--- config.mk ---
export PLATFORM = sky130hd
export DESIGN_NAME = dhr_regs
export DESIGN_NICKNAME = d
export VERILOG_FILES = /design/src/common/dhr_pkg.sv /design/src/core/dhr_field_reg.sv /design/src/core/dhr_regs.sv
export SDC_FILE = /design/constraint.sdc
export NUM_CORES = 1
export LEC_CHECK = 0
export BUFFER_PORTS_ARGS = -buffer_cell sky130_fd_sc_hd__buf_4
export CORE_MARGIN = 4
export CORE_UTILIZATION = 44
export DETAILED_ROUTE_END_ITERATION = 10
export GPL_TIMING_DRIVEN = 0
export PLACE_DENSITY = 0.77
export SYNTH_ARGS = -nofsm -noshare
export SYNTH_HDL_FRONTEND = slang
export SYNTH_SLANG_ARGS = --single-unit
--- constraint.sdc ---
create_clock -name CLK_SYS -period 5.19 [get_ports CLK_SYS]
set_clock_uncertainty 0.2 [all_clocks]
set_input_delay 0.519 -clock CLK_SYS [delete_from_list [all_inputs] [get_ports CLK_SYS]]
set_output_delay 0.519 -clock CLK_SYS [all_outputs]
set_load 0.05 [all_outputs]
--- src/common/dhr_pkg.sv ---
package dhr_pkg;

   // ************************************************************
   // Register byte offsets
   // ************************************************************
   localparam logic [4:0] OFS_ADDR_LO  = 5'h00;
   localparam logic [4:0] OFS_ADDR_HI  = 5'h04;
   localparam logic [4:0] OFS_LENGTH   = 5'h08;
   localparam logic [4:0] OFS_CONTROL  = 5'h0C;
   localparam logic [4:0] OFS_IRQ      = 5'h10;
   localparam logic [4:0] OFS_MASTER   = 5'h14;

   // ************************************************************
   // Control register fields
   // ************************************************************
   localparam int CTL_BUSY_BIT  = 31;
   localparam int CTL_RO_BIT    = 13;
   localparam int CTL_NS_BIT    = 12;
   localparam int CTL_TC_HI     = 10;
   localparam int CTL_TC_LO     = 8;
   localparam int CTL_FMT_HI    = 6;
   localparam int CTL_FMT_LO    = 5;
   localparam int CTL_TYPE_HI   = 4;
   localparam int CTL_TYPE_LO   = 0;
   localparam int CTL_PAT_HI    = 22;
   localparam int CTL_PAT_LO    = 20;
   localparam int CTL_PAY_HI    = 18;
   localparam int CTL_PAY_LO    = 16;
   localparam int CTL_TD_BIT    = 15;
   localparam int CTL_EP_BIT    = 14;
   // Writable control bits: 22:20, 18:12, 10:8, 6:0
   localparam logic [31:0] CTL_WMASK = 32'h0077F77F;

   // Header format encodings
   localparam logic [1:0] FMT_RD_3DW = 2'h0;
   localparam logic [1:0] FMT_RD_4DW = 2'h1;
   localparam logic [1:0] FMT_WR_3DW = 2'h2;
   localparam logic [1:0] FMT_WR_4DW = 2'h3;
   localparam logic [4:0] TYPE_MEM   = 5'h00;

   // ************************************************************
   // Interrupt register fields
   // ************************************************************
   localparam int IRQ_TC_HI    = 14;
   localparam int IRQ_TC_LO    = 12;
   localparam int IRQ_VEC_HI   = 8;
   localparam int IRQ_VEC_LO   = 4;
   localparam int IRQ_REQ_BIT  = 0;
   localparam logic [31:0] IRQ_WMASK = 32'h000071F0;

   // ************************************************************
   // Master block address fields
   // ************************************************************
   localparam int MST_HI       = 14;
   localparam int MST_LO       = 3;
   // Master address bits from this one down to bit 0 come from the bus address
   localparam int MST_BUS_HI   = 2;
   localparam logic [31:0] MST_WMASK = 32'h00007FF8;

   localparam logic [31:0] RESET_WORD = 32'h00000000;

endpackage

--- src/core/dhr_field_reg.sv ---
`timescale 1ns/10ps
`default_nettype none

// ***************************************************************
// One 32-bit register with write mask and byte enables
// ***************************************************************
module dhr_field_reg
(
   input  wire logic        clk,
   input  wire logic        rst,
   input  wire logic        ce,
   input  wire logic        wr,
   input  wire logic [3:0]  be,
   input  wire logic [31:0] wdata,
   input  wire logic [31:0] wmask,
   output var  logic [31:0] value
);

   logic [31:0] value_q;
   logic [31:0] value_d;
   logic [31:0] lane;

   // Byte lanes widened into a bit mask
   always_comb
   begin
      lane = {{8{be[3]}}, {8{be[2]}}, {8{be[1]}}, {8{be[0]}}};
   end

   // Reserved bits never take a write, so they stay zero
   always_comb
   begin
      value_d = value_q;
      if (wr)
      begin
         value_d = (value_q & ~(lane & wmask)) | (wdata & lane & wmask);
      end
   end

   always_ff @(posedge clk)
   begin
      if (rst)
      begin
         value_q <= dhr_pkg::RESET_WORD;
      end
      else if (ce)
      begin
         value_q <= value_d;
      end
   end

   assign value = value_q;

endmodule

`default_nettype wire

--- src/core/dhr_regs.sv ---
`timescale 1ns/10ps
`default_nettype none

module dhr_regs
(
   input  wire logic        CLK_SYS,
   input  wire logic        RESET,
   input  wire logic        CE,
   input  wire logic        REG_WR,
   input  wire logic        REG_RD,
   input  wire logic [4:0]  REG_ADDR,
   input  wire logic [3:0]  REG_BE,
   input  wire logic [31:0] REG_WDATA,
   output var  logic [31:0] REG_RDATA,
   input  wire logic        MSI_ENABLE,
   input  wire logic        DMA_DONE,
   output var  logic [63:0] DMA_BUS_ADDR,
   output var  logic [31:0] DMA_LENGTH,
   output var  logic [14:0] DMA_MASTER_ADDR,
   output var  logic        DMA_START,
   output var  logic        DMA_BUSY,
   output var  logic        HDR_RO,
   output var  logic        HDR_NS,
   output var  logic [2:0]  HDR_TC,
   output var  logic [1:0]  HDR_FMT,
   output var  logic [4:0]  HDR_TYPE,
   output var  logic [2:0]  HDR_PAYLOAD,
   output var  logic        HDR_TD,
   output var  logic        HDR_EP,
   output var  logic [2:0]  HDR_PATTERN,
   output var  logic        MSI_REQ,
   output var  logic        LEGACY_REQ,
   output var  logic [4:0]  MSI_VECTOR,
   output var  logic [2:0]  MSI_TC
);

   // ************************************************************
   // Address decode
   // ************************************************************
   function automatic logic hit(input logic [4:0] a, input logic [4:0] o);
      hit = (a == o);
   endfunction

   logic [31:0] addr_lo, addr_hi, length, control, irq, master;
   logic        wr_lo, wr_hi, wr_len, wr_ctl, wr_irq, wr_mst;

   // Writes land only while the clock enable is high
   always_comb
   begin
      wr_lo  = CE & REG_WR & hit(REG_ADDR, dhr_pkg::OFS_ADDR_LO);
      wr_hi  = CE & REG_WR & hit(REG_ADDR, dhr_pkg::OFS_ADDR_HI);
      wr_len = CE & REG_WR & hit(REG_ADDR, dhr_pkg::OFS_LENGTH);
      wr_ctl = CE & REG_WR & hit(REG_ADDR, dhr_pkg::OFS_CONTROL);
      wr_irq = CE & REG_WR & hit(REG_ADDR, dhr_pkg::OFS_IRQ);
      wr_mst = CE & REG_WR & hit(REG_ADDR, dhr_pkg::OFS_MASTER);
   end

   // ************************************************************
   // Register storage
   // ************************************************************
   dhr_field_reg u_lo  (.clk(CLK_SYS), .rst(RESET), .ce(CE), .wr(wr_lo),
      .be(REG_BE), .wdata(REG_WDATA), .wmask(32'hFFFFFFFF), .value(addr_lo));
   dhr_field_reg u_hi  (.clk(CLK_SYS), .rst(RESET), .ce(CE), .wr(wr_hi),
      .be(REG_BE), .wdata(REG_WDATA), .wmask(32'hFFFFFFFF), .value(addr_hi));
   dhr_field_reg u_len (.clk(CLK_SYS), .rst(RESET), .ce(CE), .wr(wr_len),
      .be(REG_BE), .wdata(REG_WDATA), .wmask(32'hFFFFFFFF), .value(length));
   dhr_field_reg u_ctl (.clk(CLK_SYS), .rst(RESET), .ce(CE), .wr(wr_ctl),
      .be(REG_BE), .wdata(REG_WDATA), .wmask(dhr_pkg::CTL_WMASK),
      .value(control));
   dhr_field_reg u_irq (.clk(CLK_SYS), .rst(RESET), .ce(CE), .wr(wr_irq),
      .be(REG_BE), .wdata(REG_WDATA), .wmask(dhr_pkg::IRQ_WMASK),
      .value(irq));
   dhr_field_reg u_mst (.clk(CLK_SYS), .rst(RESET), .ce(CE), .wr(wr_mst),
      .be(REG_BE), .wdata(REG_WDATA), .wmask(dhr_pkg::MST_WMASK),
      .value(master));

   // ************************************************************
   // Busy flag, strobes and read data
   // ************************************************************
   logic        busy_q, busy_d, start_q, start_d;
   logic        msi_q, msi_d, leg_q, leg_d;
   logic [31:0] rdata_q, rdata_d;
   logic        irq_hit;

   // A new start wins over a done seen in the same cycle
   always_comb
   begin
      irq_hit = wr_irq & REG_BE[0] & REG_WDATA[dhr_pkg::IRQ_REQ_BIT];
      start_d = wr_ctl;
      busy_d  = busy_q;
      if (DMA_DONE)
      begin
         busy_d = 1'b0;
      end
      if (wr_ctl)
      begin
         busy_d = 1'b1;
      end
      msi_d = irq_hit & MSI_ENABLE;
      leg_d = irq_hit & ~MSI_ENABLE;
      rdata_d = rdata_q;
      if (CE & REG_RD)
      begin
         case (REG_ADDR)
            dhr_pkg::OFS_ADDR_LO: rdata_d = addr_lo;
            dhr_pkg::OFS_ADDR_HI: rdata_d = addr_hi;
            dhr_pkg::OFS_LENGTH:  rdata_d = length;
            dhr_pkg::OFS_CONTROL: rdata_d = control |
               ({31'h00000000, busy_q} << dhr_pkg::CTL_BUSY_BIT);
            dhr_pkg::OFS_IRQ:     rdata_d = irq;
            dhr_pkg::OFS_MASTER:  rdata_d = master;
            default:              rdata_d = 32'h00000000;
         endcase
      end
   end

   // One write makes one pulse; CE low freezes it with the rest
   always_ff @(posedge CLK_SYS)
   begin
      if (RESET)
      begin
         busy_q  <= 1'b0;
         start_q <= 1'b0;
         msi_q   <= 1'b0;
         leg_q   <= 1'b0;
         rdata_q <= 32'h00000000;
      end
      else if (CE)
      begin
         busy_q  <= busy_d;
         start_q <= start_d;
         msi_q   <= msi_d;
         leg_q   <= leg_d;
         rdata_q <= rdata_d;
      end
   end

   // ************************************************************
   // Registered outputs
   // ************************************************************
   logic [63:0] bus_addr_d;
   logic [31:0] length_d;
   logic [14:0] master_d;
   logic        ro_d;
   logic        ns_d;
   logic [2:0]  tc_d;
   logic [1:0]  fmt_d;
   logic [4:0]  type_d;
   logic [2:0]  payload_d;
   logic        td_d;
   logic        ep_d;
   logic [2:0]  pattern_d;
   logic [4:0]  vector_d;
   logic [2:0]  msi_tc_d;

   // Fields picked from the stored words; a flop stage keeps ports clean
   always_comb
   begin
      bus_addr_d = {addr_hi, addr_lo};
      length_d   = length;
      // Low master bits follow the bus address, not the master register
      master_d   = {master[dhr_pkg::MST_HI:dhr_pkg::MST_LO],
                    addr_lo[dhr_pkg::MST_BUS_HI:0]};
      ro_d       = control[dhr_pkg::CTL_RO_BIT];
      ns_d       = control[dhr_pkg::CTL_NS_BIT];
      tc_d       = control[dhr_pkg::CTL_TC_HI:dhr_pkg::CTL_TC_LO];
      fmt_d      = control[dhr_pkg::CTL_FMT_HI:dhr_pkg::CTL_FMT_LO];
      type_d     = control[dhr_pkg::CTL_TYPE_HI:
                           dhr_pkg::CTL_TYPE_LO];
      payload_d  = control[dhr_pkg::CTL_PAY_HI:dhr_pkg::CTL_PAY_LO];
      td_d       = control[dhr_pkg::CTL_TD_BIT];
      ep_d       = control[dhr_pkg::CTL_EP_BIT];
      pattern_d  = control[dhr_pkg::CTL_PAT_HI:dhr_pkg::CTL_PAT_LO];
      vector_d   = irq[dhr_pkg::IRQ_VEC_HI:dhr_pkg::IRQ_VEC_LO];
      msi_tc_d   = irq[dhr_pkg::IRQ_TC_HI:dhr_pkg::IRQ_TC_LO];
   end

   // Costs one cycle of latency, buys glitch-free header outputs
   always_ff @(posedge CLK_SYS)
   begin
      if (RESET)
      begin
         DMA_BUS_ADDR    <= 64'h0000000000000000;
         DMA_LENGTH      <= 32'h00000000;
         DMA_MASTER_ADDR <= 15'h0000;
         HDR_RO          <= 1'b0;
         HDR_NS          <= 1'b0;
         HDR_TC          <= 3'h0;
         HDR_FMT         <= 2'h0;
         HDR_TYPE        <= 5'h00;
         HDR_PAYLOAD     <= 3'h0;
         HDR_TD          <= 1'b0;
         HDR_EP          <= 1'b0;
         HDR_PATTERN     <= 3'h0;
         MSI_VECTOR      <= 5'h00;
         MSI_TC          <= 3'h0;
      end
      else if (CE)
      begin
         DMA_BUS_ADDR    <= bus_addr_d;
         DMA_LENGTH      <= length_d;
         DMA_MASTER_ADDR <= master_d;
         HDR_RO          <= ro_d;
         HDR_NS          <= ns_d;
         HDR_TC          <= tc_d;
         HDR_FMT         <= fmt_d;
         HDR_TYPE        <= type_d;
         HDR_PAYLOAD     <= payload_d;
         HDR_TD          <= td_d;
         HDR_EP          <= ep_d;
         HDR_PATTERN     <= pattern_d;
         MSI_VECTOR      <= vector_d;
         MSI_TC          <= msi_tc_d;
      end
   end

   assign REG_RDATA  = rdata_q;
   assign DMA_START  = start_q;
   assign DMA_BUSY   = busy_q;
   assign MSI_REQ    = msi_q;
   assign LEGACY_REQ = leg_q;

endmodule

`default_nettype wire

---- After elaboration in Yosys (flattened, before gate mapping) ----
Cells that the tools add are included.
storage, ports and cells
  flip-flop bits (word level) ............. 367
  logic and storage cells ................. 74
  output and inout port bits .............. 175
cells by class
  equal/unequal tests ..................... 5
  bitwise logic cells ..................... 31
  reduce and logical (&&, ||, !) cells .... 10
  muxes and demuxes ....................... 3
operator list
  operator            number
  $and 32x32->32      7
  $pmux 32 s6         1
  $or 32x32->32       4
  $not 15->32         2
  $or 32x15->32       2
  $not 23->32         1
  $not 32->32         1
  $or 32x23->32       1
  $reduce_and 2->1    8
  $and 1x1->1         12
  $eq 5x4->1 const B  2
  $eq 5x5->1 const B  2
  $eq 5x3->1 const B  1
  $logic_not 5->1     1
  $mux 1              2
  $reduce_bool 2->1   1
  $not 1->1           1

---- Logic depth before layout (Yosys ltp) ----
  depth after elaboration ................. 5
  gate-level depth with buffers ........... 7
  depth with buffers taken out ............ 4

---- Cells and area by module ----
Synthesis repeated with hierarchy kept, for this count alone.
second synthesis, totals
  cells, all modules ...................... 1,835
  area total of the unflattened synthesis .. 17,478.0 sq um
by module, submodules not included
  module         seq. area each (sq um)  cells an instance  area each (sq um)  times used
  dhr_field_reg  640.6                   177                1,657.8            6
  dhr_regs       3,443.3                 773                7,531.0            1

---- Worst setup path before layout ----
No wires, ideal clock.
  kind .................................... input port to flip-flop
  start point ............................. in REG_ADDR[0]
  end point ............................... reg (tool-made name)
  arrival time ............................ 1.893 ns
  required time ........................... 4.862 ns
  stages on the path ...................... 7
  library setup time ...................... 0.128 ns
  path slack .............................. 2.969 ns
  cells stage by stage .................... buf_2 -> or4b_4 -> buf_6 -> nor3b_2 -> buf_6 -> mux2i_1 -> nor2_1
RTL lines
  item         line            text
  from (decl)  dhr_regs.sv:11  input wire logic [4:0] REG_ADDR,

---- Worst setup path in the final report ----
  start point ............................. in REG_ADDR[0]
  end point ............................... reg rdata_q[18] (netlist: REG_RDATA[18])
on the way
  word-level cells in the longest chain between the ends .. 2
RTL lines
  item                                      line             text
  $eq 5x5->1, or another cell as far along  dhr_regs.sv:104  case (REG_ADDR)
  $pmux 32 s6 *                             dhr_regs.sv:104
  to (signal assigned)                      dhr_regs.sv:134  rdata_q <= rdata_d;
  to (decl)                                 dhr_regs.sv:82   logic [31:0] rdata_q, rdata_d;
Mark *: on every way between the ends. The rest lies on a longest branch, timed or not.
A chain may end at the register's enable or synchronous reset.

==> results.md <==
* Initial antenna violation count at 1
* CP required at 5.48 ns
* Final-layout fill cell count at ~2300
* Highest Clock Rate at a little over 400 MHz
* Min-delay worst type: input port to flip-flop
* Post-route ant nets at 0
* Worst-Skew Late Latency at around 0.55 ns
* Synth area leaders: dfxtp_1 (52%), mux2i_1 (23%), nor2_1 (8.3%)
* Max_cap viols at 0
* Setup tns final at 0 ns
* Hold Path Cell Cnt at 3
* Yosys cell types at 44
* DRC at 0
* Routed wire per std cell at ~23 um
* Synth top area share at around half
* Mapped Avg Cell Area at between 10 and 15 sq um
* Nets at about 1400
* Ys Warns at 0
* Site Rows at ~60
* Largest net degree at the start of global routing at 15
* Root buf cell: clkbuf_16
* Die X at about 170 um
* Syn_nets at 1189
* Worst vdd ir at about 0.00022 V
* Crit. End Element: flip-flop
* Final WL at a little under 40000 um
* Tcrit/Tclk final at 47.4%
* Total setup buffers inserted after CTS at 0
* Synth area leader: dfxtp_1
* Register area at a little over 6000 sq um
* DR vias/cell at about 5.5
* Vias at about 10000
* Core area at ~26000 sq um
* Initial core utilization at 45.1%
* Clock Sinks at 308
* I/O pin cnt at around 220
* Post-Synthesis Cells at 1141
* Synthesized flop and latch total at 308
* Critical path peak fanout at 10
* Min Tclk post-route at between 2 and 2.5 ns
* Ys async rst share at 0%
* IO Port Bufs at 220
* Post-synth EDFFs at 0
* Hold_sp: REG_WDATA[30]
* Hold-fix buffers at CTS at 0
* Sequential share of the synthesized area at between 50% and 60%
* PostCTS Resize Cnt at 0
* CTS HTree Levels at 1
* Type of origin of the critical path: input port
* R2R setup slack at about 3.6 ns
* Reg clk slew, reported paths at 0.07 ns
* Cell with the most instances after synthesis: dfxtp_1
* Leak pwr at around 7 nW
* Area delta synth->final at 26.0%
* Area of the mapped netlist at ~12000 sq um
* Multi-input logic area at 5290 sq um
* Cts bufs inserted at 30
* Power Total at 0.00485 W
* Worst R2R Path Depth at 3
* Post-DP HPWL at between 20000 and 30000 um
* GRT Overall Usage at 25.9%
* Arr. time, crit path at ~2.8 ns
* Max-slew headroom at about an eighth
* Status: completed
* DRT iter0 DRCs at between 800 and 900
* CTS tree: done
* Post-route setup slack at 2.73 ns
* Die Y at approximately 170 um
* Share of layout cells above drive strength 1 at 23.2%
* Synth cell count leaders: dfxtp_1 (308), mux2i_1 (273), nor2_1 (263)
* Number of global-route vias before repair at approximately 9600
* Final setup violation count at 0
* GR Overflow Total at 0
* Ys flop type: dfxtp_1
* Setup Slack @ Placement at ~2.2 ns
* Clock tree buffer depth at 3
* Pwr dens at around 320 nW/um^2
* Crit Path Class: input port to flip-flop
* Slew Viols, Final at 0
* Die area at roughly 30000 sq um
* First-pass GRT wire length at 58400 um
* Critical path origin: REG_ADDR[0]
* Slew @ Worst Pin at ~1.3 ns
* Detailed Routing Iterations Pass 1 at 5
* Fin. Hold Viols at 0
* RSZ-0062 raised after global routing: no
* Final core occ at a little under three fifths
* GP Congestion at between 0.8 and 0.9
[power breakdown]
| part | total, W | leakage [nW] | switching (W) | internal, W |
|---|---|---|---|---|
| Combinational | 0.000263 | 3.86 | 0.000184 | 0.0000791 |
| Sequential | 0.00237 | 2.48 | 0.00000273 | 0.00237 |
| Clock | 0.00222 | 0.501 | 0.000904 | 0.00131 |
[stage by stage]
step,instance area (sq um),hold WS (ns),cells
6_report,15000,0.0247,1752
5_1_grt,15000,0.0252,1752
4_1_cts,15000,0.0158,1751
3_5_place_dp,13900,0.265,1696
3_3_place_gp,13900,0.245,1696
2_1_floorplan,11900,0.246,1141
[final cells by class]
type / instances / area share (%)
tap: 335 / 2.80
antenna: 1 / 0.0167
sequential: 308 / 41.2
multi-input combinational: 743 / 35.4
clock inverter: 3 / 0.268
buffer: 85 / 2.64
clock buffer: 52 / 6.52
timing repair buffer: 220 / 11.0
inverter: 5 / 0.126
[critical path, stage by stage]
cell	delay, ns
buf_2	0.14
nor2_1	0.38
nor4b_2	0.78
clkbuf_1	0.68
a22o_1	0.24
[routing by layer]
metal,track usage [%],part of all wire (%),up-vias
met5,0,0,-
met4,9.26,3.7,0
met3,6.63,9.5,91
met2,42.9,47,468
met1,32.8,40,4696
li1,-,-,4455
[kinds of logic (layout without fill, tap and decap cells)]
| family | count (synthesis) | after routing | synth area share, % |
|---|---|---|---|
| AND/OR/NAND/NOR | 361 | 361 | 13.5 |
| buffers and inverters | 90 | 365 | 3.48 |
| AO/OA/AOI/OAI | 94 | 94 | 5.26 |
| multiplexers | 288 | 288 | 25.8 |
| flip-flops | 308 | 308 | 52.0 |
| other | 0 | 1 | 0 |
[layout by cell type (no fill, tap or decap), types with 2 or more instances in the layout]
master	synthesis	final
buf_1	13	13
nor2b_1	2	2
mux4_2	14	14
o22ai_1	8	8
nor2_1	263	263
o21ai_0	7	7
nand3_2	3	3
nand2_1	30	30
a21oi_1	35	35
clkbuf_16	0	31
clkbuf_1	42	51
nand3_1	29	29
inv_1	5	5
clkinv_2	0	2
nand2b_1	3	3
o2bb2ai_1	9	9
nand4_2	3	3
nand3b_1	2	2
a22o_1	12	12
buf_6	4	4
nand4_1	5	5
and3_1	4	4
nor4_2	2	2
mux2i_1	273	273
dfxtp_1	308	308
clkbuf_8	0	12
nor3b_2	2	2
buf_4	5	225
or4_1	2	2
a22oi_1	16	16
a222oi_1	3	3
buf_2	21	21
nor3_4	2	2
[path summary, 6_finish.rpt]
check	to
hold / removal	flip-flop
setup / recovery	REG_RDATA[18]
setup reg to reg	REG_RDATA[3]
hold reg to reg	flip-flop
Note: power is estimated with default switching activity, not from simulation.
